===== src/logic/tws_pkg.sv =====
// Purpose: constants and carriers for the three-wire control port register block
// Assumes: register addresses are 7 bits, register words are 16 bits
// Notes: rule summary below; tags in the module point back to it
//
// What this block does
// - a read is six bytes: two setup, device address again, three returned
// - first returned byte is flag then address; flag 0 valid, 1 invalid
// - then two data bytes, D15..D8 first, then D7..D0
// - each byte bit 0 first in time; address bytes in address mode
// - field layout of registers 00H, 10H, 11H and 40H with their resets
// - a write is device address, register byte with flag 0, two data bytes
// - mode line low with eight clocks is address mode, high is data mode
// - writing 7FH restores every control value to its default

`default_nettype none

package tws_pkg;

  // register addresses
  localparam logic [6:0] ADDR_SYS = 7'h00;
  localparam logic [6:0] ADDR_SOUND = 7'h10;
  localparam logic [6:0] ADDR_VOL = 7'h11;
  localparam logic [6:0] ADDR_INTERP = 7'h18;
  localparam logic [6:0] ADDR_LOCK = 7'h38;
  localparam logic [6:0] ADDR_MUX = 7'h40;
  localparam logic [6:0] ADDR_RESTORE = 7'h7F;

  // values after reset or restore
  localparam logic [15:0] RST_SYS = 16'h2040;
  localparam logic [15:0] RST_SOUND = 16'h0001;
  localparam logic [15:0] RST_VOL = 16'h0000;
  localparam logic [15:0] RST_MUX = 16'h0002;

  // transfer type bits, bit 0 then bit 1 of the address byte
  localparam logic [1:0] XFER_WRITE = 2'h1;
  localparam logic [1:0] XFER_READ = 2'h3;

  // frame counts
  localparam logic [2:0] BITS_LAST = 3'h7;
  localparam logic [1:0] BYTES_DATA = 2'h3;
  localparam int TX_BITS = 24;

  // control fields handed to the sound path
  typedef struct packed {
    logic dac_power_on;
    logic [1:0] filter_mode;
    logic [3:0] bass_level;
    logic [1:0] treble_level;
    logic [1:0] deemph_sel;
    logic soft_mute;
    logic [5:0] volume;
    logic lock_loss_mute_en;
    logic pll_reset;
  } tws_cfg_s;

  // status gathered from the rest of the chip
  typedef struct packed {
    logic interp_mute_flag;
    logic pll_locked;
    logic input_decoder_locked;
    logic [1:0] sample_rate_code;
    logic pcm_absent;
    logic pre_emphasis;
    logic [1:0] clock_accuracy;
  } tws_stat_s;

  typedef enum logic [1:0] {SEL_NONE, SEL_WRITE, SEL_READ} tws_sel_e;

endpackage

`default_nettype wire


===== src/logic/tws_port.sv =====
// Purpose: device end of the three-wire control port with its register file
// Assumes: bus lines are asynchronous and far slower than clk_sys_i
// Notes: bus bits are taken on the rising edge of the bus clock as seen here

`timescale 1ns/1ps
`default_nettype none

module tws_port #(
  parameter logic [5:0] DEV_ADDR = 6'h18 // bits 2..7 in time order
) (
  // system
  input wire logic clk_sys_i,
  input wire logic rst_i,
  // three-wire bus
  input wire logic ctl_clock_line_i,
  input wire logic ctl_mode_line_i,
  input wire logic ctl_data_line_i,
  output logic ctl_data_line_o,
  output logic ctl_data_line_oe_o,
  // chip side
  input wire tws_pkg::tws_stat_s stat_i,
  output tws_pkg::tws_cfg_s cfg_o
);

  ////////////////////////////////////////////////////////////////////
  // input synchronisers; the first stage feeds only the second
  logic [2:0] meta_r;
  logic [2:0] sync_r;
  logic clk_prev_r;
  logic mode_prev_r;

  // reset to the idle levels (clock and mode high) so release shows no false edge
  always_ff @(posedge clk_sys_i) begin
    if (rst_i) begin
      meta_r <= 3'h6;
      sync_r <= 3'h6;
      clk_prev_r <= 1'b1;
      mode_prev_r <= 1'b1;
    end else begin
      meta_r <= {ctl_clock_line_i, ctl_mode_line_i, ctl_data_line_i};
      sync_r <= meta_r;
      clk_prev_r <= sync_r[2];
      mode_prev_r <= sync_r[1];
    end
  end

  wire logic bclk_s = sync_r[2];
  wire logic mode_s = sync_r[1];
  wire logic din_s = sync_r[0];
  wire logic bit_rise = bclk_s & ~clk_prev_r;
  wire logic mode_flip = mode_s ^ mode_prev_r;

  ////////////////////////////////////////////////////////////////////
  // bit and byte framing
  logic [2:0] bit_cnt_r;
  logic [7:0] shift_r;
  logic [1:0] byte_idx_r;
  tws_pkg::tws_sel_e sel_r;

  // first bit in time ends up in shift_nxt[7]
  wire logic [7:0] shift_nxt = {shift_r[6:0], din_s};
  wire logic byte_done = bit_rise & (bit_cnt_r == tws_pkg::BITS_LAST);
  wire logic addr_done = byte_done & ~mode_s;
  wire logic data_done = byte_done & mode_s & (byte_idx_r != tws_pkg::BYTES_DATA);
  wire logic [1:0] xfer_bits = {shift_nxt[7], shift_nxt[6]};
  wire logic addr_hit = (shift_nxt[5:0] == DEV_ADDR);

  // selection after each address byte; a mismatch drops the frame
  wire tws_pkg::tws_sel_e sel_nxt =
    !addr_hit ? tws_pkg::SEL_NONE :
    (xfer_bits == tws_pkg::XFER_WRITE) ? tws_pkg::SEL_WRITE :
    (xfer_bits == tws_pkg::XFER_READ) ? tws_pkg::SEL_READ : tws_pkg::SEL_NONE;

  // a mode change restarts the bit count so a half byte cannot skew framing
  always_ff @(posedge clk_sys_i) begin
    if (rst_i) begin
      bit_cnt_r <= 3'h0;
      shift_r <= 8'h00;
      byte_idx_r <= 2'h0;
      sel_r <= tws_pkg::SEL_NONE;
    end else begin
      if (mode_flip) begin
        bit_cnt_r <= 3'h0;
      end else if (bit_rise) begin
        bit_cnt_r <= bit_cnt_r + 3'h1;
        shift_r <= shift_nxt;
      end
      if (addr_done) begin
        sel_r <= sel_nxt;
        byte_idx_r <= 2'h0;
      end else if (data_done) begin
        byte_idx_r <= byte_idx_r + 2'h1;
      end
    end
  end

  ////////////////////////////////////////////////////////////////////
  // write path: register byte, then high and low data bytes
  logic [6:0] wr_addr_r;
  logic wr_go_r;
  logic [7:0] wr_hi_r;
  logic [6:0] rd_addr_r;

  wire logic in_write = (sel_r == tws_pkg::SEL_WRITE);
  wire logic reg_byte = data_done & in_write & (byte_idx_r == 2'h0);
  wire logic hi_byte = data_done & in_write & (byte_idx_r == 2'h1);
  wire logic commit = data_done & in_write & (byte_idx_r == 2'h2) & wr_go_r;
  wire logic [15:0] wr_word = {wr_hi_r, shift_nxt};

  // first bit of the register byte picks write (0) or prepare-read (1)
  always_ff @(posedge clk_sys_i) begin
    if (rst_i) begin
      wr_addr_r <= 7'h00;
      wr_go_r <= 1'b0;
      wr_hi_r <= 8'h00;
      rd_addr_r <= tws_pkg::ADDR_RESTORE;
    end else begin
      if (reg_byte) begin
        wr_addr_r <= shift_nxt[6:0];
        wr_go_r <= ~shift_nxt[7];
        if (shift_nxt[7]) begin
          rd_addr_r <= shift_nxt[6:0];
        end
      end else if (addr_done) begin
        wr_go_r <= 1'b0;
      end
      if (hi_byte) begin
        wr_hi_r <= shift_nxt;
      end
    end
  end

  ////////////////////////////////////////////////////////////////////
  // control registers; restore touches only these, not the status side
  logic [15:0] sys_r;
  logic [15:0] sound_r;
  logic [15:0] vol_r;
  logic [15:0] mux_r;

  wire logic restore = commit & (wr_addr_r == tws_pkg::ADDR_RESTORE);

  always_ff @(posedge clk_sys_i) begin
    if (rst_i || restore) begin
      sys_r <= tws_pkg::RST_SYS;
      sound_r <= tws_pkg::RST_SOUND;
      vol_r <= tws_pkg::RST_VOL;
      mux_r <= tws_pkg::RST_MUX;
    end else if (commit) begin
      if (wr_addr_r == tws_pkg::ADDR_SYS) sys_r <= wr_word;
      if (wr_addr_r == tws_pkg::ADDR_SOUND) sound_r <= wr_word;
      if (wr_addr_r == tws_pkg::ADDR_VOL) vol_r <= wr_word;
      if (wr_addr_r == tws_pkg::ADDR_MUX) mux_r <= wr_word;
    end
  end

  // field placement toward the sound path
  assign cfg_o = '{
    dac_power_on: sys_r[13],
    filter_mode: sound_r[13:12],
    bass_level: sound_r[11:8],
    treble_level: sound_r[4:3],
    deemph_sel: sound_r[2:1],
    soft_mute: sound_r[0],
    volume: vol_r[5:0],
    lock_loss_mute_en: mux_r[1],
    pll_reset: mux_r[0]
  };

  ////////////////////////////////////////////////////////////////////
  // read path: flag and address byte, then the 16-bit word
  wire logic [15:0] stat_word = {5'h00, stat_i.pll_locked, 1'b0,
    stat_i.input_decoder_locked, stat_i.sample_rate_code, stat_i.pcm_absent, 1'b0,
    stat_i.pre_emphasis, 1'b0, stat_i.clock_accuracy};
  wire logic rd_valid = (rd_addr_r == tws_pkg::ADDR_SYS) || (rd_addr_r == tws_pkg::ADDR_SOUND)
    || (rd_addr_r == tws_pkg::ADDR_VOL) || (rd_addr_r == tws_pkg::ADDR_INTERP)
    || (rd_addr_r == tws_pkg::ADDR_LOCK) || (rd_addr_r == tws_pkg::ADDR_MUX);
  wire logic [15:0] rd_word =
    (rd_addr_r == tws_pkg::ADDR_SYS) ? sys_r :
    (rd_addr_r == tws_pkg::ADDR_SOUND) ? sound_r :
    (rd_addr_r == tws_pkg::ADDR_VOL) ? vol_r :
    (rd_addr_r == tws_pkg::ADDR_MUX) ? mux_r :
    (rd_addr_r == tws_pkg::ADDR_INTERP) ? {15'h0000, stat_i.interp_mute_flag} :
    (rd_addr_r == tws_pkg::ADDR_LOCK) ? stat_word : 16'h0000;
  wire logic rd_load = addr_done & (sel_nxt == tws_pkg::SEL_READ);
  wire logic [23:0] tx_load = {~rd_valid, rd_addr_r, rd_word};

  logic [23:0] tx_r;

  // loaded at the read address byte; advances after the host takes each bit
  always_ff @(posedge clk_sys_i) begin
    if (rst_i) begin
      tx_r <= 24'h000000;
    end else if (rd_load) begin
      tx_r <= tx_load;
    end else if (bit_rise & mode_s & (sel_r == tws_pkg::SEL_READ)) begin
      tx_r <= {tx_r[22:0], 1'b0};
    end
  end

  // drive only in data mode of a read frame, releasing after three bytes
  assign ctl_data_line_o = tx_r[23];
  assign ctl_data_line_oe_o = (sel_r == tws_pkg::SEL_READ) & mode_s
    & (byte_idx_r != tws_pkg::BYTES_DATA);

  ////////////////////////////////////////////////////////////////////
  // checks
  a_restore_defaults: assert property (@(posedge clk_sys_i) disable iff (rst_i)
    restore |=> (sys_r == tws_pkg::RST_SYS) && (mux_r == tws_pkg::RST_MUX)
      && (sound_r == tws_pkg::RST_SOUND) && (vol_r == tws_pkg::RST_VOL))
    else $error("restore did not bring back control defaults");

  a_drive_read_only: assert property (@(posedge clk_sys_i) disable iff (rst_i)
    ctl_data_line_oe_o |-> (sel_r == tws_pkg::SEL_READ) && mode_s)
    else $error("data line driven outside a read frame");

  a_flag_marks_valid: assert property (@(posedge clk_sys_i) disable iff (rst_i)
    rd_load |=> (tx_r[23] == !$past(rd_valid)) && (tx_r[22:16] == $past(rd_addr_r)))
    else $error("returned flag or address wrong");

  a_word_order: assert property (@(posedge clk_sys_i) disable iff (rst_i)
    rd_load |=> tx_r[15:0] == $past(rd_word))
    else $error("returned word not high byte first");

  a_byte_eight_bits: assert property (@(posedge clk_sys_i) disable iff (rst_i)
    (addr_done || data_done) |-> bit_rise && (bit_cnt_r == 3'h7))
    else $error("byte closed before eight clocks");

  // an unselected frame must leave controls, the read pointer and the return word alone
  a_foreign_ignored: assert property (@(posedge clk_sys_i) disable iff (rst_i)
    (sel_r == tws_pkg::SEL_NONE) && !addr_done |=> $stable(cfg_o) && $stable(rd_addr_r)
      && $stable(tx_r))
    else $error("unselected frame had effect");

  a_write_third_byte: assert property (@(posedge clk_sys_i) disable iff (rst_i)
    commit |-> in_write && (byte_idx_r == 2'h2) && wr_go_r)
    else $error("write committed at wrong byte");

  a_bit_first_msb: assert property (@(posedge clk_sys_i) disable iff (rst_i)
    (bit_rise && !mode_flip) |=> shift_r[0] == $past(din_s))
    else $error("bit not shifted in time order");

  a_field_power: assert property (@(posedge clk_sys_i) disable iff (rst_i)
    (commit && wr_addr_r == tws_pkg::ADDR_SYS) |=> cfg_o.dac_power_on == $past(wr_hi_r[5]))
    else $error("power-on field misplaced");

endmodule

`default_nettype wire


===== config.mk =====
export PLATFORM = sky130hd
export DESIGN_NAME = tws_port
export DESIGN_NICKNAME = d
export VERILOG_FILES = /design/src/logic/tws_pkg.sv /design/src/logic/tws_port.sv
export SDC_FILE = /design/constraint.sdc
export NUM_CORES = 1
export LEC_CHECK = 0
export BUFFER_PORTS_ARGS = -buffer_cell sky130_fd_sc_hd__buf_2
export CORE_MARGIN = 2
export CORE_UTILIZATION = 55
export DETAILED_ROUTE_END_ITERATION = 6
export GPL_TIMING_DRIVEN = 0
export PLACE_DENSITY = 0.76
export SLEW_MARGIN = 40
export SYNTH_ARGS = -nofsm -noshare
export SYNTH_HDL_FRONTEND = slang
export SYNTH_SLANG_ARGS = --single-unit

===== constraint.sdc =====
create_clock -name clk_sys_i -period 2 [get_ports clk_sys_i]
set_input_delay 0.4 -clock clk_sys_i [delete_from_list [all_inputs] [get_ports clk_sys_i]]
set_output_delay 0.4 -clock clk_sys_i [all_outputs]
set_load 0.05 [all_outputs]

**After elaboration in Yosys (flattened, before gate mapping)**

Cells that the tools add are included.

- Output and inout port bits: 22
- Bits in registers: 133

- $add $sub $neg: 2
- Equal/unequal tests: 19
- Reduce and logical (&&, ||, !) cells: 19
- Bitwise operators: 22
- Multiplexer cells: 13

Operator list:

| operator | count |
|---|---|
| two-way mux 16 bit | 4 |
| two-way mux 24 bit | 2 |
| == test 7 x 5 -> 1 bit, second input constant | 5 |
| two-way mux 11 bit | 2 |
| == test 7 bit, second input constant | 3 |
| bitwise AND 1 bit | 16 |
| zero test 7 bit | 2 |
| AND reduction 2 bit | 6 |
| == test 2 bit, second input constant | 4 |
| == test 7 x 6 -> 1 bit, second input constant | 1 |
| == test 2 x 1 -> 1 bit, second input constant | 3 |
| == test 6 x 5 -> 1 bit, second input constant | 1 |
| logical OR 1 bit | 6 |
| two-way mux 2 bit | 3 |
| NOT 1 bit | 5 |
| nonzero test 2 bit | 2 |
| OR reduction 2 bit | 2 |
| adder 3 x 1 -> 3 bit, second input constant | 1 |
| == test 3 bit, second input constant | 1 |
| adder 2 x 1 -> 2 bit, second input constant | 1 |
| zero test 2 bit | 1 |
| two-way mux 1 bit | 2 |
| inequality test 2 bit, second input constant | 1 |
| bitwise XOR 1 bit | 1 |

**Longest topological paths before layout**

- Depth in word-level cells: 10
- Mapped depth: 10
- Mapped depth without buffers: 7

**Worst setup path before layout**

OpenSTA, ideal clock, no wires.

- Kind: reg-to-reg
- Start point: register bit_cnt_r[0]
- End point: register vol_r[7]
- Arrival: 1.761 ns
- Path buffers: 1
- Setup slack: 0.122 ns
- Stages on the path, launching flop included: 9
- Period minus slack after synthesis: 1.878 ns
- Path through: dfxtp_1 -> ha_1 -> ha_1 -> nand3b_1 -> nor3b_2 -> and3_1 -> a21oi_1 -> buf_2 -> a22o_1

- Word-level cells in the longest chain between the ends: 9

RTL lines:

| what | RTL line | RTL |
|---|---|---|
| start: declaration | tws_port.sv:55 | `logic [2:0] bit_cnt_r;` |
| start signal: assignment | tws_port.sv:85 | `bit_cnt_r <= bit_cnt_r + 3'h1;` |
| == test 3 bit * | tws_port.sv:62 | `wire logic byte_done = bit_rise & (bit_cnt_r == tws_pkg::BITS_LAST);` |
| bitwise AND 1 bit * | tws_port.sv:62 |  |
| bitwise AND 1 bit * (2 in series) | tws_port.sv:64 | `wire logic data_done = byte_done & mode_s & (byte_idx_r != tws_pkg::BYTES_DATA);` |
| bitwise AND 1 bit * (3 in series) | tws_port.sv:107 | `wire logic commit = data_done & in_write & (byte_idx_r == 2'h2) & wr_go_r;` |
| bitwise AND 1 bit | tws_port.sv:140 | `wire logic restore = commit & (wr_addr_r == tws_pkg::ADDR_RESTORE);` |
| logical OR 1 bit | tws_port.sv:143 | `if (rst_i \|\| restore) begin` |
| end signal: assignment | tws_port.sv:146 | `vol_r <= tws_pkg::RST_VOL;` |
| end signal: assignment | tws_port.sv:151 | `if (wr_addr_r == tws_pkg::ADDR_VOL) vol_r <= wr_word;` |
| end: declaration | tws_port.sv:137 | `logic [15:0] vol_r;` |

Mark *: on every way between the ends. The rest lies on a longest branch, timed or not.
A chain may end at the register's enable or synchronous reset.

**Final worst setup path**

- Start point: register sel_r[1]
- End point: output ctl_data_line_oe_o

- Word-level cells in the longest chain between the ends: 3

RTL lines:

| what | RTL line | RTL |
|---|---|---|
| start: declaration | tws_port.sv:58 | `tws_pkg::tws_sel_e sel_r;` |
| start signal: assignment | tws_port.sv:80 | `sel_r <= tws_pkg::SEL_NONE;` |
| start signal: assignment | tws_port.sv:89 | `sel_r <= sel_nxt;` |
| == test 2 bit | tws_port.sv:202 | `assign ctl_data_line_oe_o = (sel_r == tws_pkg::SEL_READ) & mode_s` |
| bitwise AND 1 bit | tws_port.sv:202 |  |
| bitwise AND 1 bit | tws_port.sv:203 | `& (byte_idx_r != tws_pkg::BYTES_DATA);` |
| end: declaration | tws_port.sv:19 | `output logic ctl_data_line_oe_o,` |

Every way passes these cells.

==> flow_metrics.py <==
metrics = {
    "run_status": {
        "status": "finished, final reports clean",
    },
    "synth": {
        "syn_nets": 718,
        "yosysTopAreaCell": "dfxtp_1",
        "synth.distinct_cells": 50,
        "ys_warn_count": 0,
        "syn-cell-area_um2": 5920,
        "synthTopCellsByArea": "dfxtp_1 45%, nand2_1 8.6%, a21oi_1 5.6%, mux2i_1 4.2%, buf_4 3.2%",
        "yosys.area.top_type_share_pct": 45.0,
        "seq_area_frac_synth_pct": 45.0,
        "avgSynthCellArea_um2": 8.49,
        "ys_seq_elements": 133,
        "syn_inst": 698,
    },
    "floorplan": {
        "die_w_um": 108,
        "start_util_pct": 57.1,
        "fp.dieH_um": 108,
        "core_area_um2": 10400,
        "die-area_um2": 11600,
        "pin_count": 36,
        "rows": 37,
    },
    "pwr": {
        "ir_drop_uv": 467,
        "leakagePower_nw": 2.84,
        "cellPowerDensity_nw_per_um2": 804,
        "power_mw": 5.81,
    },
    "placed_design": {
        "portBuffers": 35,
        "dpl_worst_slack_ns": -0.329,
        "hpwl_um": 11900,
        "gp_congestion": 0.885,
        "post_dp_cell_area_um2": 6270,
    },
    "worst_setup_path": {
        "cp_max_fo": 4,
        "worstSetupPathType": "reg2out",
        "critPathRequiredTime_ns": 1.60,
        "cp_data_arrival_time_ns": 1.60,
        "critPathLaunch": "sel_r[1]$_SDFFE_PP0P_",
        "endpoint": "ctl_data_line_oe_o",
        "crit_slowest_cell": "dfxtp_1",
        "path_cells": "nor2b_2 -> and3b_1 -> buf_4",
        "max_stage_delay_ns": 0.45,
        "r2r_slack_ns": 0.02,
        "start_kind": "flip-flop",
        "r2r-start": "bit_cnt_r[0]$_SDFFE_PP0N_",
        "worst-r2r-cell-count": 10,
        "r2r_end": "vol_r[14]$_SDFFE_PP0P_",
        "cp-end-kind": "output pin",
    },
    "hold_path": {
        "hold_class": "in2reg",
        "hold_depth": 2,
        "hold_path_startpoint": "ctl_mode_line_i",
    },
    "cells_and_area": {
        "syn_to_final_growth_pct": 21.9,
        "final_cell_mix": "133 x nand2_1, 129 x dfxtp_1, 57 x a21oi_1",
        "design_area_um2": 7220,
        "fin_nets": 786,
        "final_common_cell": "nand2_1",
        "seqCellArea_um2": 2670,
        "multi_input_area_um2": 2930,
        "drive_above_1_share_pct": 23.2,
        "post-route-util_pct": 69.6,
        "fillers": 805,
        "n_antenna_cell": 0,
    },
    "cts": {
        "cts_hold_buf": 0,
        "cts-root-buf": "clkbuf_8",
        "clock-sinks": 133,
        "htree_levels": 4,
        "cts_made_buffers": 17,
        "cts_tree": "built",
        "path_clk_slew_ns": 0.06,
        "cts_buffer_depth": 2,
        "insertion_delay_ns": 0.53,
    },
    "global_routing": {
        "grt.total_usage_pct": 30.2,
        "grt_overflow": 0,
        "antenna_found_initial": 0,
        "grt_pass1_vias": 5146,
        "grt_max_degree": 17,
        "grt_pass1_wl_um": 26600,
    },
    "route": {
        "via_per_inst": 6.01,
        "vias": 5498,
        "drt_iter0_markers": 586,
        "wl_per_cell_um": 19.2,
        "drt-total-wl_um": 17500,
        "detail_route.drc_violations": 0,
        "first_pass_iters": 5,
        "ant_nets": 0,
    },
    "timing": {
        "setup_tns_ns": 0,
        "slew_violations": 0,
        "fin_crit_ns": 2.00,
        "setup_viol": 0,
        "fmax_mhz": 501,
        "worstMarginPinSlew_ns": 0.740,
        "hold_viol": 0,
        "relSlewSlack_pct": 50.7,
        "worst_slack_ns": 0.00457,
        "fin_crit_sh_pct": 99.8,
        "rsz0062_at_grt": "yes",
        "fin_skew_ns": 0.00848,
    },
    "job": {
        "drv_cap": 0,
    },
}
[where the power goes]
part	switching (mW)	internal, mW
sequential	0.00644	2.66
combinational	0.0755	0.0363
clock	1.21	1.82
total	1.30	4.51
[critical path: cells and delay by family (launching register included)]
| kind | cells | cell delay [ns] |
|---|---|---|
| flops | 1 | 0.45 |
| simple gates | 2 | 0.43 |
| buf+inv | 1 | 0.19 |
[Yosys cell counts, drive strengths merged]
master,number
nor4b,8
a31oi,3
a22o,17
nor2,38
inv,11
o2bb2ai,7
xnor2,3
nand4,7
o21ai,24
mux2,8
nor3,4
or2,7
ha,6
a22oi,15
a21boi,1
o211ai,2
and4b,1
and3b,2
a21oi,66
o22ai,15
and3,6
clkinv,2
nor4,3
and2b,1
and4,4
nor3b,2
dfxtp,133
a211oi,7
buf,49
mux2i,25
a221oi,1
nand3,25
a311oi,1
a211o,1
nand3b,5
and2,2
clkbuf,24
nand2,136
and4bb,2
nor2b,14
or3,1
a21o,9
[timing repair]
action,CTS,global route
resized for setup,40,28
setup endpoints to repair,84,94
pin swaps,5,16
gates cloned,1,3
buffers inserted,10,3
[registers in the layout, indices dropped and copies added (netlist names), 3 cells and up]
name / flops
vol_r: 16
tx_r: 24
shift_r: 7
bit_cnt_r: 3
rd_addr_r: 7
wr_addr_r: 7
sys_r: 16
wr_hi_r: 8
mux_r: 16
sync_r: 3
sound_r: 16
meta_r: 3
[cell type report]
type / instances / area share, %
clock buffer: 18 / 5.93
multi-input combinational: 479 / 40.5
timing repair buffer: 52 / 4.89
tap: 136 / 2.36
inverter: 13 / 0.676
buffer: 70 / 6.53
sequential: 133 / 37.0
clock inverter: 14 / 2.13
[through the flow]
step | hold WS (ns) | cells
finish | 0.0536 | 915
global route | 0.0544 | 915
CTS | 0.0356 | 910
detailed placement | 0.392 | 869
global placement | 0.391 | 869
floorplan | 0.389 | 698
[cells by family after synthesis]
| family | count (synthesis) | synth area share, % |
|---|---|---|
| xor+xnor | 3 | 0.444 |
| mux | 33 | 5.75 |
| flops | 133 | 45.0 |
| simple gates | 268 | 22.2 |
| fa+ha+maj | 6 | 1.27 |
| buf+inv | 86 | 7.56 |
| compound gates | 169 | 17.9 |
[per-layer routing]
metal  track usage, %  up-vias  wire [um]  share of wire [%]
met2             50.1      265       8330                 48
met3             7.26       56       1570                9.0
met5                0        -          0                  0
met1             37.6     2625       6970                 40
met4             12.5        0        643                3.7
li1                 -     2552          -                  -
[how the worst min path moves through the flow]
stage,to,slack [ns]
final,meta_r[1]$_SDFF_PP1_,0.05
after CTS,meta_r[1]$_SDFF_PP1_,0.04
after global routing,meta_r[2]$_SDFF_PP1_,0.05
after detailed placement,sync_r[1]$_SDFF_PP1_,0.39
after global placement,sync_r[1]$_SDFF_PP1_,0.39
after floorplan,sync_r[1]$_SDFF_PP1_,0.39
No activity file was read; power rests on OpenSTA's default activity.
